## src/design/acl_defs.svh

```systemverilog
`ifndef ACL_DEFS_SVH
`define ACL_DEFS_SVH

// task file offsets
`define ACL_OFF_OPTION  3'h1
`define ACL_OFF_COUNT   3'h2
`define ACL_OFF_SECTOR  3'h3
`define ACL_OFF_TRK_LO  3'h4
`define ACL_OFF_TRK_HI  3'h5
`define ACL_OFF_UNIT    3'h6
`define ACL_OFF_CMD     3'h7

// field positions
`define ACL_DC_HOB_BIT  7
`define ACL_UNIT_DRV    4
`define ACL_UNIT_LBA    6
`define ACL_HEAD_MSB    3

// status and error values
`define ACL_ST_GOOD     8'h50
`define ACL_ST_ERR      8'h51
`define ACL_ER_NONE     8'h00
`define ACL_ER_ABORT    8'h04

// transfer sizing
`define ACL_FIS_MAX_DW  12'h800
`define ACL_SEC_SHIFT   7
`define ACL_SEC28_ZERO  17'h00100
`define ACL_SEC48_ZERO  17'h10000

// command codes
`define ACL_OP_RD_DMA   8'hc8
`define ACL_OP_RD_DMAX  8'h25
`define ACL_OP_MAX_RD   8'hf8
`define ACL_OP_MAX_RDX  8'h27
`define ACL_OP_MAX_SET  8'hf9
`define ACL_OP_MAX_SETX 8'h37
`define ACL_OP_SEC_PW   8'hf1
`define ACL_OP_SEC_UNL  8'hf2
`define ACL_OP_SEC_EPR  8'hf3
`define ACL_OP_SEC_ERA  8'hf4
`define ACL_OP_SEC_FRZ  8'hf5
`define ACL_OP_SEC_DIS  8'hf6
`define ACL_OP_VFY_A    8'h40
`define ACL_OP_VFY_B    8'h41
`define ACL_OP_VFY_X    8'h42
`define ACL_OP_DIAG     8'h90
`define ACL_OP_FLUSH    8'he7
`define ACL_OP_FLUSHX   8'hea
`define ACL_OP_FORMAT   8'h50
`define ACL_OP_SETFEAT  8'hef
`define ACL_OP_HEALTH   8'hb0
`define ACL_OP_IDENT    8'hec
`define ACL_OP_NOP      8'h00
`define ACL_NIB_RECAL   4'h1
`define ACL_NIB_SEEK    4'h7

`endif

```

## src/design/acl_pkg.sv

```systemverilog
package acl_pkg;

  // command sequencer states, gray along idle-prepare-payload-status
  typedef enum logic [1:0] {
    device_idle_state         = 2'h0,
    dma_in_prepare_state      = 2'h1,
    dma_in_send_payload_state = 2'h3,
    dma_in_send_status_state  = 2'h2
  } acl_state_type;

  // per-command decode of task file usage
  typedef struct packed {
    logic known;   // recognised code
    logic nop;     // legacy code completed as no-op
    logic dma_in;  // dma data-in flow
    logic ext;     // double_write_marker: 48-bit doubled writes
    logic spec;    // fields carry command-specific data
    logic opt_y;   // option byte used
    logic cnt_y;   // count used
    logic sec_y;   // sector index used
    logic trk_y;   // track bytes used
    logic head_y;  // head field used as well as drive bit
  } acl_dec_type;

  // parameters handed to command execution
  typedef struct packed {
    logic [7:0]  opcode;
    logic [15:0] option;
    logic [15:0] count;
    logic [47:0] lba;
    logic        lba_mode;
    logic        drive;
    logic [3:0]  head;
    logic        ext;
    logic        nop;
    logic        spec;
  } acl_cmd_type;

  // ending register contents for the status fis
  typedef struct packed {
    logic        ibit;
    logic [7:0]  status;
    logic [7:0]  error;
    logic [15:0] count;
    logic [47:0] lba;
    logic [7:0]  unit;
  } acl_sfis_type;

endpackage

```

## src/design/acl_fifo.sv

```systemverilog
`timescale 1ns/1ps
module acl_fifo #(
  parameter int WIDTH = 32,
  parameter int DEPTH = 32
) (
  input  wire logic             sys_clk,    // clock
  input  wire logic             rst_n,      // synchronised reset
  input  wire logic             in_valid,   // write request
  output logic                  in_ready,   // space available
  input  wire logic [WIDTH-1:0] in_data,    // write word
  output logic                  out_valid,  // word available
  input  wire logic             out_ready,  // pop
  output logic      [WIDTH-1:0] out_data    // head word
);
  localparam int AW = $clog2(DEPTH);

  if (DEPTH < 2 || (1 << AW) != DEPTH) begin : g_chk
    $error("bad fifo depth");
  end

  logic [WIDTH-1:0] mem [DEPTH];
  logic [AW-1:0]    wr_ptr_ff;
  logic [AW-1:0]    rd_ptr_ff;
  logic [AW:0]      cnt_ff;
  logic [AW:0]      nxt_cnt;
  logic             push;
  logic             pop;

  assign push     = in_valid && in_ready;
  assign pop      = out_ready && out_valid;
  assign out_data = mem[rd_ptr_ff];

  // occupancy
  always_comb begin
    nxt_cnt = cnt_ff;
    if (push && !pop) begin
      nxt_cnt = cnt_ff + 1'b1;
    end else if (pop && !push) begin
      nxt_cnt = cnt_ff - 1'b1;
    end
  end

  // pointers and registered flags
  always_ff @(posedge sys_clk or negedge rst_n) begin
    if (!rst_n) begin
      wr_ptr_ff <= '0;
      rd_ptr_ff <= '0;
      cnt_ff    <= '0;
      in_ready  <= 1'b1;
      out_valid <= 1'b0;
    end else begin
      if (push) wr_ptr_ff <= wr_ptr_ff + 1'b1;
      if (pop) rd_ptr_ff <= rd_ptr_ff + 1'b1;
      cnt_ff    <= nxt_cnt;
      in_ready  <= nxt_cnt != (AW+1)'(DEPTH);
      out_valid <= nxt_cnt != '0;
    end
  end

  // storage
  always_ff @(posedge sys_clk) begin
    if (push) mem[wr_ptr_ff] <= in_data;
  end
endmodule

```

## src/design/acl_core.sv

```systemverilog
// How it works
// - enter prepare on dma-in command or more data
// - prepare goes to payload once data ready
// - prepare goes to status when done or aborted
// - payload requests one fis, at most 2048 dwords
// - payload returns to prepare on fis done
// - status sends register fis, interrupt bit set
// - status goes idle after fis transmitted
// - legacy codes complete as no-operation
// - doubled writes keep upper and lower byte
// - drive-only commands ignore the head field
// - unit-select used means drive and head
// - only registers used by command are valid
// - command-specific registers passed raw, uninterpreted
// - control bit7 selects upper or lower readback
// - decode max address read and set codes
// - decode security commands as drive-only
// - decode verify 40h/41h and 48-bit 42h
// - decode diagnostic, flush and 48-bit flush
// - decode format track with count, track, unit
`timescale 1ns/1ps
`include "acl_defs.svh"
module acl_core import acl_pkg::*; #(
  parameter int DW         = 32,
  parameter int FIFO_DEPTH = 32
) (
  input  wire logic          sys_clk,     // 125 mhz clock
  input  wire logic          rst_n,       // async reset, active low
  input  wire logic          tf_wr,       // task file write strobe
  input  wire logic          tf_rd,       // task file read strobe
  input  wire logic [2:0]    tf_addr,     // task file offset
  input  wire logic [7:0]    tf_wdata,    // task file write byte
  output logic      [7:0]    tf_rdata,    // read byte, next cycle
  input  wire logic          ctl_wr,      // device control write
  input  wire logic [7:0]    ctl_wdata,   // device control byte
  input  wire logic          media_valid, // media data word valid
  input  wire logic [DW-1:0] media_data,  // media data word
  output logic               media_ready, // fifo has room
  input  wire logic          media_err,   // media error pulse
  output logic               dfis_req,    // data fis request
  output logic      [11:0]   dfis_len,    // data fis dwords
  input  wire logic          dfis_done,   // data fis transferred
  output logic               tx_valid,    // payload dword valid
  output logic      [DW-1:0] tx_data,     // payload dword
  output logic               tx_last,     // last dword of fis
  input  wire logic          tx_ready,    // transport takes dword
  output logic               sfis_req,    // status fis request
  output acl_sfis_type       sfis_word,   // status fis content
  input  wire logic          sfis_done,   // status fis transmitted
  output logic               cmd_start,   // command launch pulse
  output acl_cmd_type        cmd_info,    // launched command
  output logic               busy         // command in progress
);
  if (DW < 1 || FIFO_DEPTH < 2) begin : g_chk
    $error("unsupported width or depth");
  end

  ////////////////////////////////////////////////////////////////////
  // reset release
  logic [1:0] rst_sync_ff;
  logic       rst_n_s;

  always_ff @(posedge sys_clk or negedge rst_n) begin
    if (!rst_n) rst_sync_ff <= 2'h0;
    else rst_sync_ff <= {rst_sync_ff[0], 1'b1};
  end
  assign rst_n_s = rst_sync_ff[1];

  ////////////////////////////////////////////////////////////////////
  // task file, current and previous byte per register
  logic [7:0]    cur_ff  [1:6];
  logic [7:0]    prev_ff [1:6];
  logic          hob_ff;
  acl_state_type state_ff;
  acl_state_type nxt_state;
  logic          cmd_go;

  for (genvar i = 1; i <= 6; i++) begin : g_tf
    always_ff @(posedge sys_clk or negedge rst_n_s) begin
      if (!rst_n_s) begin
        cur_ff[i]  <= 8'h00;
        prev_ff[i] <= 8'h00;
      end else if (tf_wr && tf_addr == 3'(i)) begin
        prev_ff[i] <= cur_ff[i];
        cur_ff[i]  <= tf_wdata;
      end
    end
  end

  // byte select for readback
  always_ff @(posedge sys_clk or negedge rst_n_s) begin
    if (!rst_n_s) hob_ff <= 1'b0;
    else if (ctl_wr) hob_ff <= ctl_wdata[`ACL_DC_HOB_BIT];
  end

  // command write launches only when idle
  assign cmd_go = tf_wr && tf_addr == `ACL_OFF_CMD && state_ff == device_idle_state;

  ////////////////////////////////////////////////////////////////////
  // command decode
  function automatic acl_dec_type decode(input logic [7:0] op);
    acl_dec_type d;
    d = '0;
    d.known = 1'b1;
    case (op)
      `ACL_OP_RD_DMA: begin
        {d.dma_in, d.cnt_y, d.sec_y, d.trk_y, d.head_y} = 5'h1f;
      end
      `ACL_OP_RD_DMAX: begin
        {d.dma_in, d.ext, d.cnt_y, d.sec_y, d.trk_y} = 5'h1f;
      end
      `ACL_OP_MAX_RD, `ACL_OP_MAX_RDX: begin
        d.ext = op == `ACL_OP_MAX_RDX;
      end
      `ACL_OP_MAX_SET, `ACL_OP_VFY_A, `ACL_OP_VFY_B: begin
        {d.cnt_y, d.sec_y, d.trk_y, d.head_y} = 4'hf;
      end
      `ACL_OP_MAX_SETX, `ACL_OP_VFY_X: begin
        {d.ext, d.cnt_y, d.sec_y, d.trk_y} = 4'hf;
      end
      `ACL_OP_SEC_PW, `ACL_OP_SEC_UNL, `ACL_OP_SEC_EPR,
      `ACL_OP_SEC_ERA, `ACL_OP_SEC_FRZ, `ACL_OP_SEC_DIS: begin
        d.known = 1'b1;
      end
      `ACL_OP_DIAG, `ACL_OP_FLUSH, `ACL_OP_IDENT, `ACL_OP_NOP: begin
        d.known = 1'b1;
      end
      `ACL_OP_FLUSHX: begin
        d.ext = 1'b1;
      end
      `ACL_OP_FORMAT: begin
        {d.cnt_y, d.trk_y, d.head_y} = 3'h7;
      end
      `ACL_OP_SETFEAT, `ACL_OP_HEALTH: begin
        {d.spec, d.opt_y, d.cnt_y} = {2'h3, op == `ACL_OP_HEALTH};
        d.trk_y = op == `ACL_OP_HEALTH;
      end
      default: begin
        if (op[7:4] == `ACL_NIB_RECAL || op[7:4] == `ACL_NIB_SEEK) begin
          d.nop = 1'b1;
        end else begin
          d.known = 1'b0;
        end
      end
    endcase
    return d;
  endfunction

  ////////////////////////////////////////////////////////////////////
  // parameter capture at launch
  acl_dec_type dec;
  acl_cmd_type nxt_info;
  logic [16:0] sectors;

  assign dec = decode(tf_wdata);

  always_comb begin
    nxt_info        = '0;
    nxt_info.opcode = tf_wdata;
    nxt_info.ext    = dec.ext;
    nxt_info.nop    = dec.nop;
    nxt_info.spec   = dec.spec;
    nxt_info.drive  = cur_ff[`ACL_OFF_UNIT][`ACL_UNIT_DRV];
    if (dec.head_y) begin
      nxt_info.head     = cur_ff[`ACL_OFF_UNIT][`ACL_HEAD_MSB:0];
      nxt_info.lba_mode = cur_ff[`ACL_OFF_UNIT][`ACL_UNIT_LBA];
    end
    // unused registers stay zero
    if (dec.opt_y) nxt_info.option[7:0] = cur_ff[`ACL_OFF_OPTION];
    if (dec.cnt_y) nxt_info.count[7:0] = cur_ff[`ACL_OFF_COUNT];
    if (dec.sec_y) nxt_info.lba[7:0] = cur_ff[`ACL_OFF_SECTOR];
    if (dec.trk_y) begin
      nxt_info.lba[23:8] = {cur_ff[`ACL_OFF_TRK_HI], cur_ff[`ACL_OFF_TRK_LO]};
    end
    if (dec.ext) begin
      nxt_info.lba_mode = 1'b1;
      if (dec.cnt_y) nxt_info.count[15:8] = prev_ff[`ACL_OFF_COUNT];
      if (dec.sec_y) nxt_info.lba[31:24] = prev_ff[`ACL_OFF_SECTOR];
      if (dec.trk_y) begin
        nxt_info.lba[47:32] = {prev_ff[`ACL_OFF_TRK_HI], prev_ff[`ACL_OFF_TRK_LO]};
      end
    end else if (dec.head_y && dec.sec_y) begin
      nxt_info.lba[27:24] = cur_ff[`ACL_OFF_UNIT][`ACL_HEAD_MSB:0];
    end
  end

  // sector count, zero meaning the largest transfer
  always_comb begin
    sectors = {1'b0, nxt_info.count};
    if (dec.ext && nxt_info.count == 16'h0) sectors = `ACL_SEC48_ZERO;
    else if (!dec.ext && nxt_info.count[7:0] == 8'h0) sectors = `ACL_SEC28_ZERO;
  end

  ////////////////////////////////////////////////////////////////////
  // data buffer
  logic          fifo_valid;
  logic [DW-1:0] fifo_data;
  logic          fifo_pop;

  acl_fifo #(
    .WIDTH (DW),
    .DEPTH (FIFO_DEPTH)
  ) u_fifo (
    .sys_clk   (sys_clk),
    .rst_n     (rst_n_s),
    .in_valid  (media_valid),
    .in_ready  (media_ready),
    .in_data   (media_data),
    .out_valid (fifo_valid),
    .out_ready (fifo_pop),
    .out_data  (fifo_data)
  );

  ////////////////////////////////////////////////////////////////////
  // sequencer
  logic [23:0] remain_ff;
  logic [11:0] send_left_ff;
  logic        abort_ff;
  logic        err_end;
  logic [11:0] fis_len;

  assign fis_len = (remain_ff > 24'(`ACL_FIS_MAX_DW)) ?
                   `ACL_FIS_MAX_DW : remain_ff[11:0];

  always_comb begin
    nxt_state = state_ff;
    case (state_ff)
      device_idle_state: begin
        if (cmd_go) begin
          if (dec.dma_in) nxt_state = dma_in_prepare_state;
          else nxt_state = dma_in_send_status_state;
        end
      end
      dma_in_prepare_state: begin
        if (abort_ff || remain_ff == 24'h0) begin
          nxt_state = dma_in_send_status_state;
        end else if (fifo_valid) begin
          nxt_state = dma_in_send_payload_state;
        end
      end
      dma_in_send_payload_state: begin
        if (dfis_done) nxt_state = dma_in_prepare_state;
      end
      dma_in_send_status_state: begin
        if (sfis_done) nxt_state = device_idle_state;
      end
      default: nxt_state = device_idle_state;
    endcase
  end

  always_ff @(posedge sys_clk or negedge rst_n_s) begin
    if (!rst_n_s) state_ff <= device_idle_state;
    else state_ff <= nxt_state;
  end

  // error capture outside idle only, launch clears it or flags an unknown code
  always_ff @(posedge sys_clk or negedge rst_n_s) begin
    if (!rst_n_s) abort_ff <= 1'b0;
    else if (media_err && state_ff != device_idle_state) abort_ff <= 1'b1;
    else if (cmd_go) abort_ff <= !dec.known;
  end

  // dwords left for command and for current fis
  always_ff @(posedge sys_clk or negedge rst_n_s) begin
    if (!rst_n_s) begin
      remain_ff    <= 24'h0;
      send_left_ff <= 12'h0;
    end else begin
      if (cmd_go && dec.dma_in) begin
        remain_ff <= 24'(sectors) << `ACL_SEC_SHIFT;
      end else if (fifo_pop) begin
        remain_ff <= remain_ff - 24'h1;
      end
      if (state_ff == dma_in_prepare_state && nxt_state == dma_in_send_payload_state) begin
        send_left_ff <= fis_len;
      end else if (fifo_pop) begin
        send_left_ff <= send_left_ff - 12'h1;
      end
    end
  end

  // data fis request, held until transport reports it done
  always_ff @(posedge sys_clk or negedge rst_n_s) begin
    if (!rst_n_s) begin
      dfis_req <= 1'b0;
      dfis_len <= 12'h0;
    end else if (state_ff == dma_in_prepare_state && nxt_state == dma_in_send_payload_state) begin
      dfis_req <= 1'b1;
      dfis_len <= fis_len;
    end else if (dfis_done) begin
      dfis_req <= 1'b0;
    end
  end

  ////////////////////////////////////////////////////////////////////
  // payload stream through one output register
  assign fifo_pop = state_ff == dma_in_send_payload_state && send_left_ff != 12'h0 &&
                    fifo_valid && (!tx_valid || tx_ready);

  always_ff @(posedge sys_clk or negedge rst_n_s) begin
    if (!rst_n_s) begin
      tx_valid <= 1'b0;
      tx_data  <= '0;
      tx_last  <= 1'b0;
    end else if (fifo_pop) begin
      tx_valid <= 1'b1;
      tx_data  <= fifo_data;
      tx_last  <= send_left_ff == 12'h1;
    end else if (tx_ready) begin
      tx_valid <= 1'b0;
      tx_last  <= 1'b0;
    end
  end

  ////////////////////////////////////////////////////////////////////
  // status fis with ending register contents, launch ignores a stale abort
  assign err_end = cmd_go ? !dec.known : abort_ff;
  always_ff @(posedge sys_clk or negedge rst_n_s) begin
    if (!rst_n_s) begin
      sfis_req  <= 1'b0;
      sfis_word <= '0;
    end else if (state_ff != dma_in_send_status_state &&
                 nxt_state == dma_in_send_status_state) begin
      sfis_req       <= 1'b1;
      sfis_word.ibit <= 1'b1;
      sfis_word.status <= err_end ? `ACL_ST_ERR : `ACL_ST_GOOD;
      sfis_word.error <= err_end ? `ACL_ER_ABORT : `ACL_ER_NONE;
      sfis_word.count <= {prev_ff[`ACL_OFF_COUNT], cur_ff[`ACL_OFF_COUNT]};
      sfis_word.lba   <= {prev_ff[`ACL_OFF_TRK_HI], prev_ff[`ACL_OFF_TRK_LO],
                          prev_ff[`ACL_OFF_SECTOR], cur_ff[`ACL_OFF_TRK_HI],
                          cur_ff[`ACL_OFF_TRK_LO], cur_ff[`ACL_OFF_SECTOR]};
      sfis_word.unit  <= cur_ff[`ACL_OFF_UNIT];
    end else if (sfis_done) begin
      sfis_req <= 1'b0;
    end
  end

  ////////////////////////////////////////////////////////////////////
  // launch outputs and busy flag
  always_ff @(posedge sys_clk or negedge rst_n_s) begin
    if (!rst_n_s) begin
      cmd_start <= 1'b0;
      cmd_info  <= '0;
      busy      <= 1'b0;
    end else begin
      cmd_start <= cmd_go && dec.known && !dec.nop;
      if (cmd_go) cmd_info <= nxt_info;
      busy <= nxt_state != device_idle_state;
    end
  end

  // register readback, selected byte of doubled registers
  always_ff @(posedge sys_clk or negedge rst_n_s) begin
    if (!rst_n_s) begin
      tf_rdata <= 8'h00;
    end else if (tf_rd) begin
      if (tf_addr == `ACL_OFF_OPTION) begin
        tf_rdata <= sfis_word.error;
      end else if (tf_addr == `ACL_OFF_CMD) begin
        tf_rdata <= busy ? 8'h80 : sfis_word.status;
      end else if (tf_addr >= `ACL_OFF_COUNT && tf_addr <= `ACL_OFF_UNIT) begin
        tf_rdata <= hob_ff ? prev_ff[tf_addr] : cur_ff[tf_addr];
      end else begin
        tf_rdata <= 8'h00;
      end
    end
  end
endmodule

```

## config.mk

```make
export PLATFORM = sky130hd
export DESIGN_NAME = acl_core
export DESIGN_NICKNAME = d
export VERILOG_FILES = /design/src/design/acl_pkg.sv /design/src/design/acl_fifo.sv /design/src/design/acl_core.sv
export VERILOG_INCLUDE_DIRS = /design/src /design/src/design
export SDC_FILE = /design/constraint.sdc
export NUM_CORES = 1
export LEC_CHECK = 0
export ABC_AREA = 1
export BUFFER_PORTS_ARGS = -buffer_cell sky130_fd_sc_hd__buf_4
export CAP_MARGIN = 20
export CELL_PAD_IN_SITES_DETAIL_PLACEMENT = 0
export CELL_PAD_IN_SITES_GLOBAL_PLACEMENT = 2
export CORE_MARGIN = 2
export CORE_UTILIZATION = 35
export DETAILED_ROUTE_END_ITERATION = 10
export HOLD_SLACK_MARGIN = 0.06
export PLACE_DENSITY_LB_ADDON = 0.15
export SLEW_MARGIN = 20
export SYNTH_ARGS = -nofsm -noshare
export SYNTH_HDL_FRONTEND = slang
export SYNTH_HIERARCHICAL = 1
export SYNTH_SLANG_ARGS = --single-unit
```

## constraint.sdc

```tcl
create_clock -name sys_clk -period 26.2 [get_ports sys_clk]
set_input_delay 1.31 -clock sys_clk [delete_from_list [all_inputs] [get_ports sys_clk]]
set_output_delay 1.31 -clock sys_clk [all_outputs]
set_load 0.02 [all_outputs]
```

Word-level counts from Yosys, hierarchy flattened
Memory sizes are Yosys's and may differ from the RTL's. A register that Yosys moved wholly into a read port is not among the register bits.
Index checks and enable logic that the tools add are counted.
{"block": "classes", "n_addsub": 6, "mux": 63, "n_bitwise": 1, "reduce_logical": 57, "magnitude_cmp": 4, "n_eq_ne": 39}
{"cell": "$eq A8 B8 Y1 const B", "count": 15}
{"cell": "$mux W8", "count": 15}
{"cell": "$bmux W8 S3", "count": 2}
{"cell": "$mux W16", "count": 3}
{"cell": "$mux W24", "count": 2}
{"cell": "$mux W12", "count": 3}
{"cell": "$eq A8 B7 Y1 const B", "count": 4}
{"cell": "$logic_and A1 B1 Y1", "count": 25}
{"cell": "$eq A8 B6 Y1 const B", "count": 3}
{"cell": "$gt A24 B12 Y1 const B", "count": 1}
{"cell": "$logic_not A24 Y1", "count": 1}
{"cell": "$sub A24 B1 Y24 const B", "count": 1}
{"cell": "$reduce_or A23 Y1", "count": 1}
{"cell": "$mux W1", "count": 20}
{"cell": "$mux W20", "count": 1}
{"cell": "$mux W17", "count": 1}
{"cell": "$logic_not A16 Y1", "count": 1}
{"cell": "$logic_not A8 Y1", "count": 2}
{"cell": "$mux W2", "count": 7}
{"cell": "$reduce_bool A2 Y1", "count": 7}
{"cell": "$eq A12 B1 Y1 const B", "count": 1}
{"cell": "$eq A3 B3 Y1 const B", "count": 4}
{"cell": "$mux W4", "count": 3}
{"cell": "$mux W6", "count": 2}
{"cell": "29 further kinds", "count": 45}
{"block": "totals", "mem_count": 1, "inputBits": 61, "reg_bits": 360, "output_inout_bits": 245, "elab_cells": 218, "mem_bits_rw": 1024}
{"memory": "u_fifo.mem", "words": 32, "width": 32, "rd": 1, "rd_ports_with_merged_regs": 1, "wr": 1, "line_no": "acl_fifo.sv:21", "rtl": "logic [WIDTH-1:0] mem [DEPTH];"}

Longest topological paths before layout
{"block": "logic_depth", "word_depth": 9, "mapped_depth": 18}

By module
The synthesis kept the hierarchy.
{"mod": "acl_fifo", "cells_per_inst": 3971, "area_per_inst_um2": 43626.8, "n_inst": 1}
{"mod": "acl_core", "cells_per_inst": 1832, "area_per_inst_um2": 16092.9, "n_inst": 1}

Worst setup path after synthesis
Ideal clock, no wire load.
{"block": "synth_path", "kind": "input port to flip-flop", "startpoint": "input port media_valid", "endpoint": "memory u_fifo.mem[31][0], enable pin", "stages": 2, "setup_time_ns": 0.463, "slack_ns": 21.995, "required_ns": 25.737, "arrival_time_ns": 3.741, "path_buffers": 0, "path_cell_list": "nand2_2 > nor3_1"}
{"block": "synth_between", "elab_chain_len": 3}
{"element": "start: declaration", "line_no": "acl_core.sv:36", "rtl": "input wire logic media_valid,"}
{"element": "$logic_and A1 B1 Y1", "line_no": "acl_fifo.sv:29", "rtl": "assign push = in_valid && in_ready;"}
{"element": "$mux W1", "line_no": "acl_fifo.sv:62", "rtl": "if (push) mem[wr_ptr_ff] <= in_data;"}
{"element": "$mux W1 (implied by the code)", "line_no": "acl_fifo.sv:62"}
{"element": "end: declaration", "line_no": "acl_fifo.sv:21"}
Every way passes these cells.

Final worst setup path
{"block": "layout_path", "startpoint": "input port tf_addr[1]", "endpoint": "register sfis_word[22] in the netlist's numbering"}
{"block": "layout_between", "elab_chain_len": 7}
{"element": "start: declaration", "line_no": "acl_core.sv:31", "rtl": "input wire logic [2:0] tf_addr,"}
{"element": "$eq A3 B3 Y1 (no source line)"}
{"element": "$logic_and A1 B1 Y1 (no source line)"}
{"element": "$logic_and A1 B1 Y1", "line_no": "acl_core.sv:97", "rtl": "assign cmd_go = tf_wr && tf_addr == `ACL_OFF_CMD && state_ff == device_idle_state;"}
{"element": "$mux W2", "line_no": "acl_core.sv:229", "rtl": "if (cmd_go) begin"}
{"element": "$pmux W2 S4", "line_no": "acl_core.sv:227", "rtl": "case (state_ff)"}
{"element": "net nxt_state[1]", "line_no": "acl_core.sv:75", "rtl": "acl_state_type nxt_state;"}
{"element": "$eq A2 B2 Y1", "line_no": "acl_core.sv:323", "rtl": "nxt_state == dma_in_send_status_state) begin"}
{"element": "$logic_and A1 B1 Y1", "line_no": "acl_core.sv:322", "rtl": "end else if (state_ff != dma_in_send_status_state &&"}
{"element": "end: declaration", "line_no": "acl_core.sv:48", "rtl": "output acl_sfis_type sfis_word,"}
The timed path passes the listed nets, and every way through them passes these cells.
A chain may end at the register's enable or synchronous reset.

==> flow_summary.ini <==
[grt]
grt_pass1_wl_mm = 273.9
grt_max_degree = 183
overflow = 0
grt_pass1_vias = 38957
grtUsageTotal_pct = 21.47
grt_antenna_before_repair = 13

[yosys]
synth-xor-area-share_pct = 0.2787
synthCells = 5803
synth_edf_count = 1024
synth_top_family_by_area = simple AND/OR/NAND/NOR gates
ys_top_cells_by_area = edfxtp_1 51%, dfrtp_1 16%, nand2_1 13%
synth.distinct_cells = 54
yosys.area.top_type = edfxtp_1
synthFlopType = edfxtp_1
synth_commonest_cells = 2,041 x nand2_1, 1,024 x edfxtp_1, 532 x nand3_1
yosysSeqAreaShare_pct = 67.12
yosysMostFrequentCell = nand2_1
async_flop_share_pct = 26.70
synthesis.area_sq_um = 59720
synth_fa_ha_area_share_pct = 0.2095
synth_compound_area_share_pct = 5.554
synth_top_area_share_pct = 51.49
synth_warnings = 6
yosys_register_bits = 1397
synthSimpleGateAreaFrac_pct = 20.55
muxShareOfSynthArea_pct = 0
avgSynthCellArea_sq_um = 10.29

[run_status]
status = finished, final reports clean

[sta]
fmax_mhz = 219.7
setup_ws_ns = 21.65
period_needed_ns = 4.552
finalClockSkew_ns = 0.03428
setup_tns_ns = 0
whs_ns = 0.2881
slew_headroom_pct = 22.64
period_share_pct = 17.37
hold_violations = 0
setup_viol = 0
rsz0062_at_grt = no
worstMarginPinSlew_ns = 1.160
slew_viol_final = 0

[run]
drv_cap = 0

[cts]
cts_setup_buffers = 0
cts-resized-gates = 0
clock_path_buffers = 3
clkLatencyLatePin_ns = 0.79
cts_buffers = 160
clk_pin_slew_ns = 0.06
cts_root_buf = clkbuf_16
clock_sinks = 1397
cts_htree_levels = 4
cts_tree = done
cts_hold_buf = 0

[critical_path]
cp-startpoint = tf_addr[1]
cp-end-kind = register
crit_type = in2reg
worstPathRequired_ns = 26.88
ff2ff_path_depth = 13
start_kind = primary input
cp_max_fo = 86
r2r-end = tx_data[12]
ff2ff_setup_slack_ns = 21.68
worstPathArrival_ns = 5.23
crit_end = sfis_word[22]
rr_startpoint = u_fifo/rd_ptr_ff[0]

[placement]
placed_cell_area_sq_um = 63570
pre_cts_slack_ns = 20.92
hpwl_mm = 108.5
port_buffers = 278
dp.cells = 8065
routabilityCongestion = 0.8102

[finish]
nets = 6080
postLayoutCoreUtil_pct = 40.41
drive_gt1_share_pct = 12.05
fin_area_sq_um = 68480
instances_no_fill = 8355
syn2layout_area_growth_pct = 14.66
nFillCells = 16609

[pwr]
power.total_mw = 5.347
internal-power_mw = 3.923
power_frac_comb_pct = 10.6
vdd.ir_drop.worst_v = 0.00006814
seqPwrFrac_pct = 49.7
clkPwrFrac_pct = 39.7
leakagePower_nw = 28.57
p_sw_mw = 1.423
power.density_nw_per_um2 = 78.08
p_sw_share_pct = 26.62

[drt]
ant_nets = 0
vias = 40573
wire_per_inst_microns = 22.48
first_pass_iters = 5
wl_mm = 187.8
drc = 0
drt_iter0_drc = 3103
viasPerCell = 4.856

[worst_hold_path]
worst_hold_path_type = in2async

[floorplanning]
boundaryPins = 306
core_area_sq_um = 169500
die_w_microns = 417.1
placementRows = 151
initial_core_util_pct = 35.24
die-area_sq_um = 173900
die_h_microns = 417.1
-- state kept, by name, indices dropped and copies added, names as in the netlist, 5 cells and up --
register,cells
prev_ff,44
send_left_ff,12
cur_ff,48
sfis_word,74
remain_ff,24
cmd_info,89
u_fifo/rd_ptr_ff,5
u_fifo/wr_ptr_ff,5
dfis_len,12
tf_rdata,8
tx_data,32
u_fifo/cnt_ff,6
u_fifo/mem,1024
-- logic make-up after synthesis --
kind of cell,count (synthesis)
compound gates,559
xor+xnor,19
fa+ha+maj,10
buf+inv,810
flops,1397
other cells,2
simple gates,3006
-- final cells by class --
type | instances | area (sq um) | share of cell area (%)
flip-flops and latches | 1397 | 40100 | 58.56
inverters | 490 | 1861 | 2.717
repair buffers | 345 | 2615 | 3.819
clock inverters | 70 | 620.6 | 0.9063
multi-input cells | 3615 | 16220 | 23.69
diodes | 3 | 7.507 | 0.01096
well taps | 2218 | 2775 | 4.053
clock buffers | 217 | 4278 | 6.247
-- per-layer routing --
metal | vias up | wire [microns] | track usage (%)
li1 | 19606 | - | -
met1 | 19778 | 83480 | 28.85
met2 | 912 | 89970 | 35.41
met3 | 265 | 8886 | 3.624
met4 | 12 | 5419 | 6.737
met5 | - | 65 | 0
-- worst min-delay path by stage --
stage / from / end / depth (start not counted)
after floorplan: rst_sync_ff[0] / rst_sync_ff[1] / 0
after global placement: rst_sync_ff[0] / rst_sync_ff[1] / 0
after detailed placement: rst_sync_ff[1] / remain_ff[17] / 0
after CTS: rst_n / rst_sync_ff[1] / 1
after global routing: rst_n / rst_sync_ff[1] / 1
final: rst_n / rst_sync_ff[1] / 1
-- power by group through the flow --
stage,registers (mW),logic [mW],clock network (mW)
after floorplan,2.74,0.243,0
after global placement,2.70,0.575,0
after detailed placement,2.70,0.579,0
after CTS,2.66,0.581,2.18
after global routing,2.67,0.624,2.26
final,2.66,0.568,2.12
-- worst max-delay path, stage by stage --
cell and delay (ns):
buf_4 0.14, nand2_2 0.29, inv_2 0.15, nand3_4 0.10, buf_4 0.61, inv_1 0.32, nand2_1 0.21, nand3b_4 0.18
nand2_8 0.51, buf_4 0.85, nand2_1 0.14, o21ai_2 0.10
-- cells in the final DEF, fill, tap and decap left out, types with 32 or more instances in the layout --
cell,count
nand2_1,2040
edfxtp_1,1024
nand3_1,531
inv_1,467
dfrtp_1,367
buf_4,343
nor2_1,305
o21ai_0,253
clkbuf_16,160
a21oi_1,85
o21ai_2,64
clkbuf_1,51
nand2_2,49
o21ai_1,39
clkinv_1,35
o211ai_1,35
nor2_4,32
Note: power is estimated with default switching activity, not from simulation.
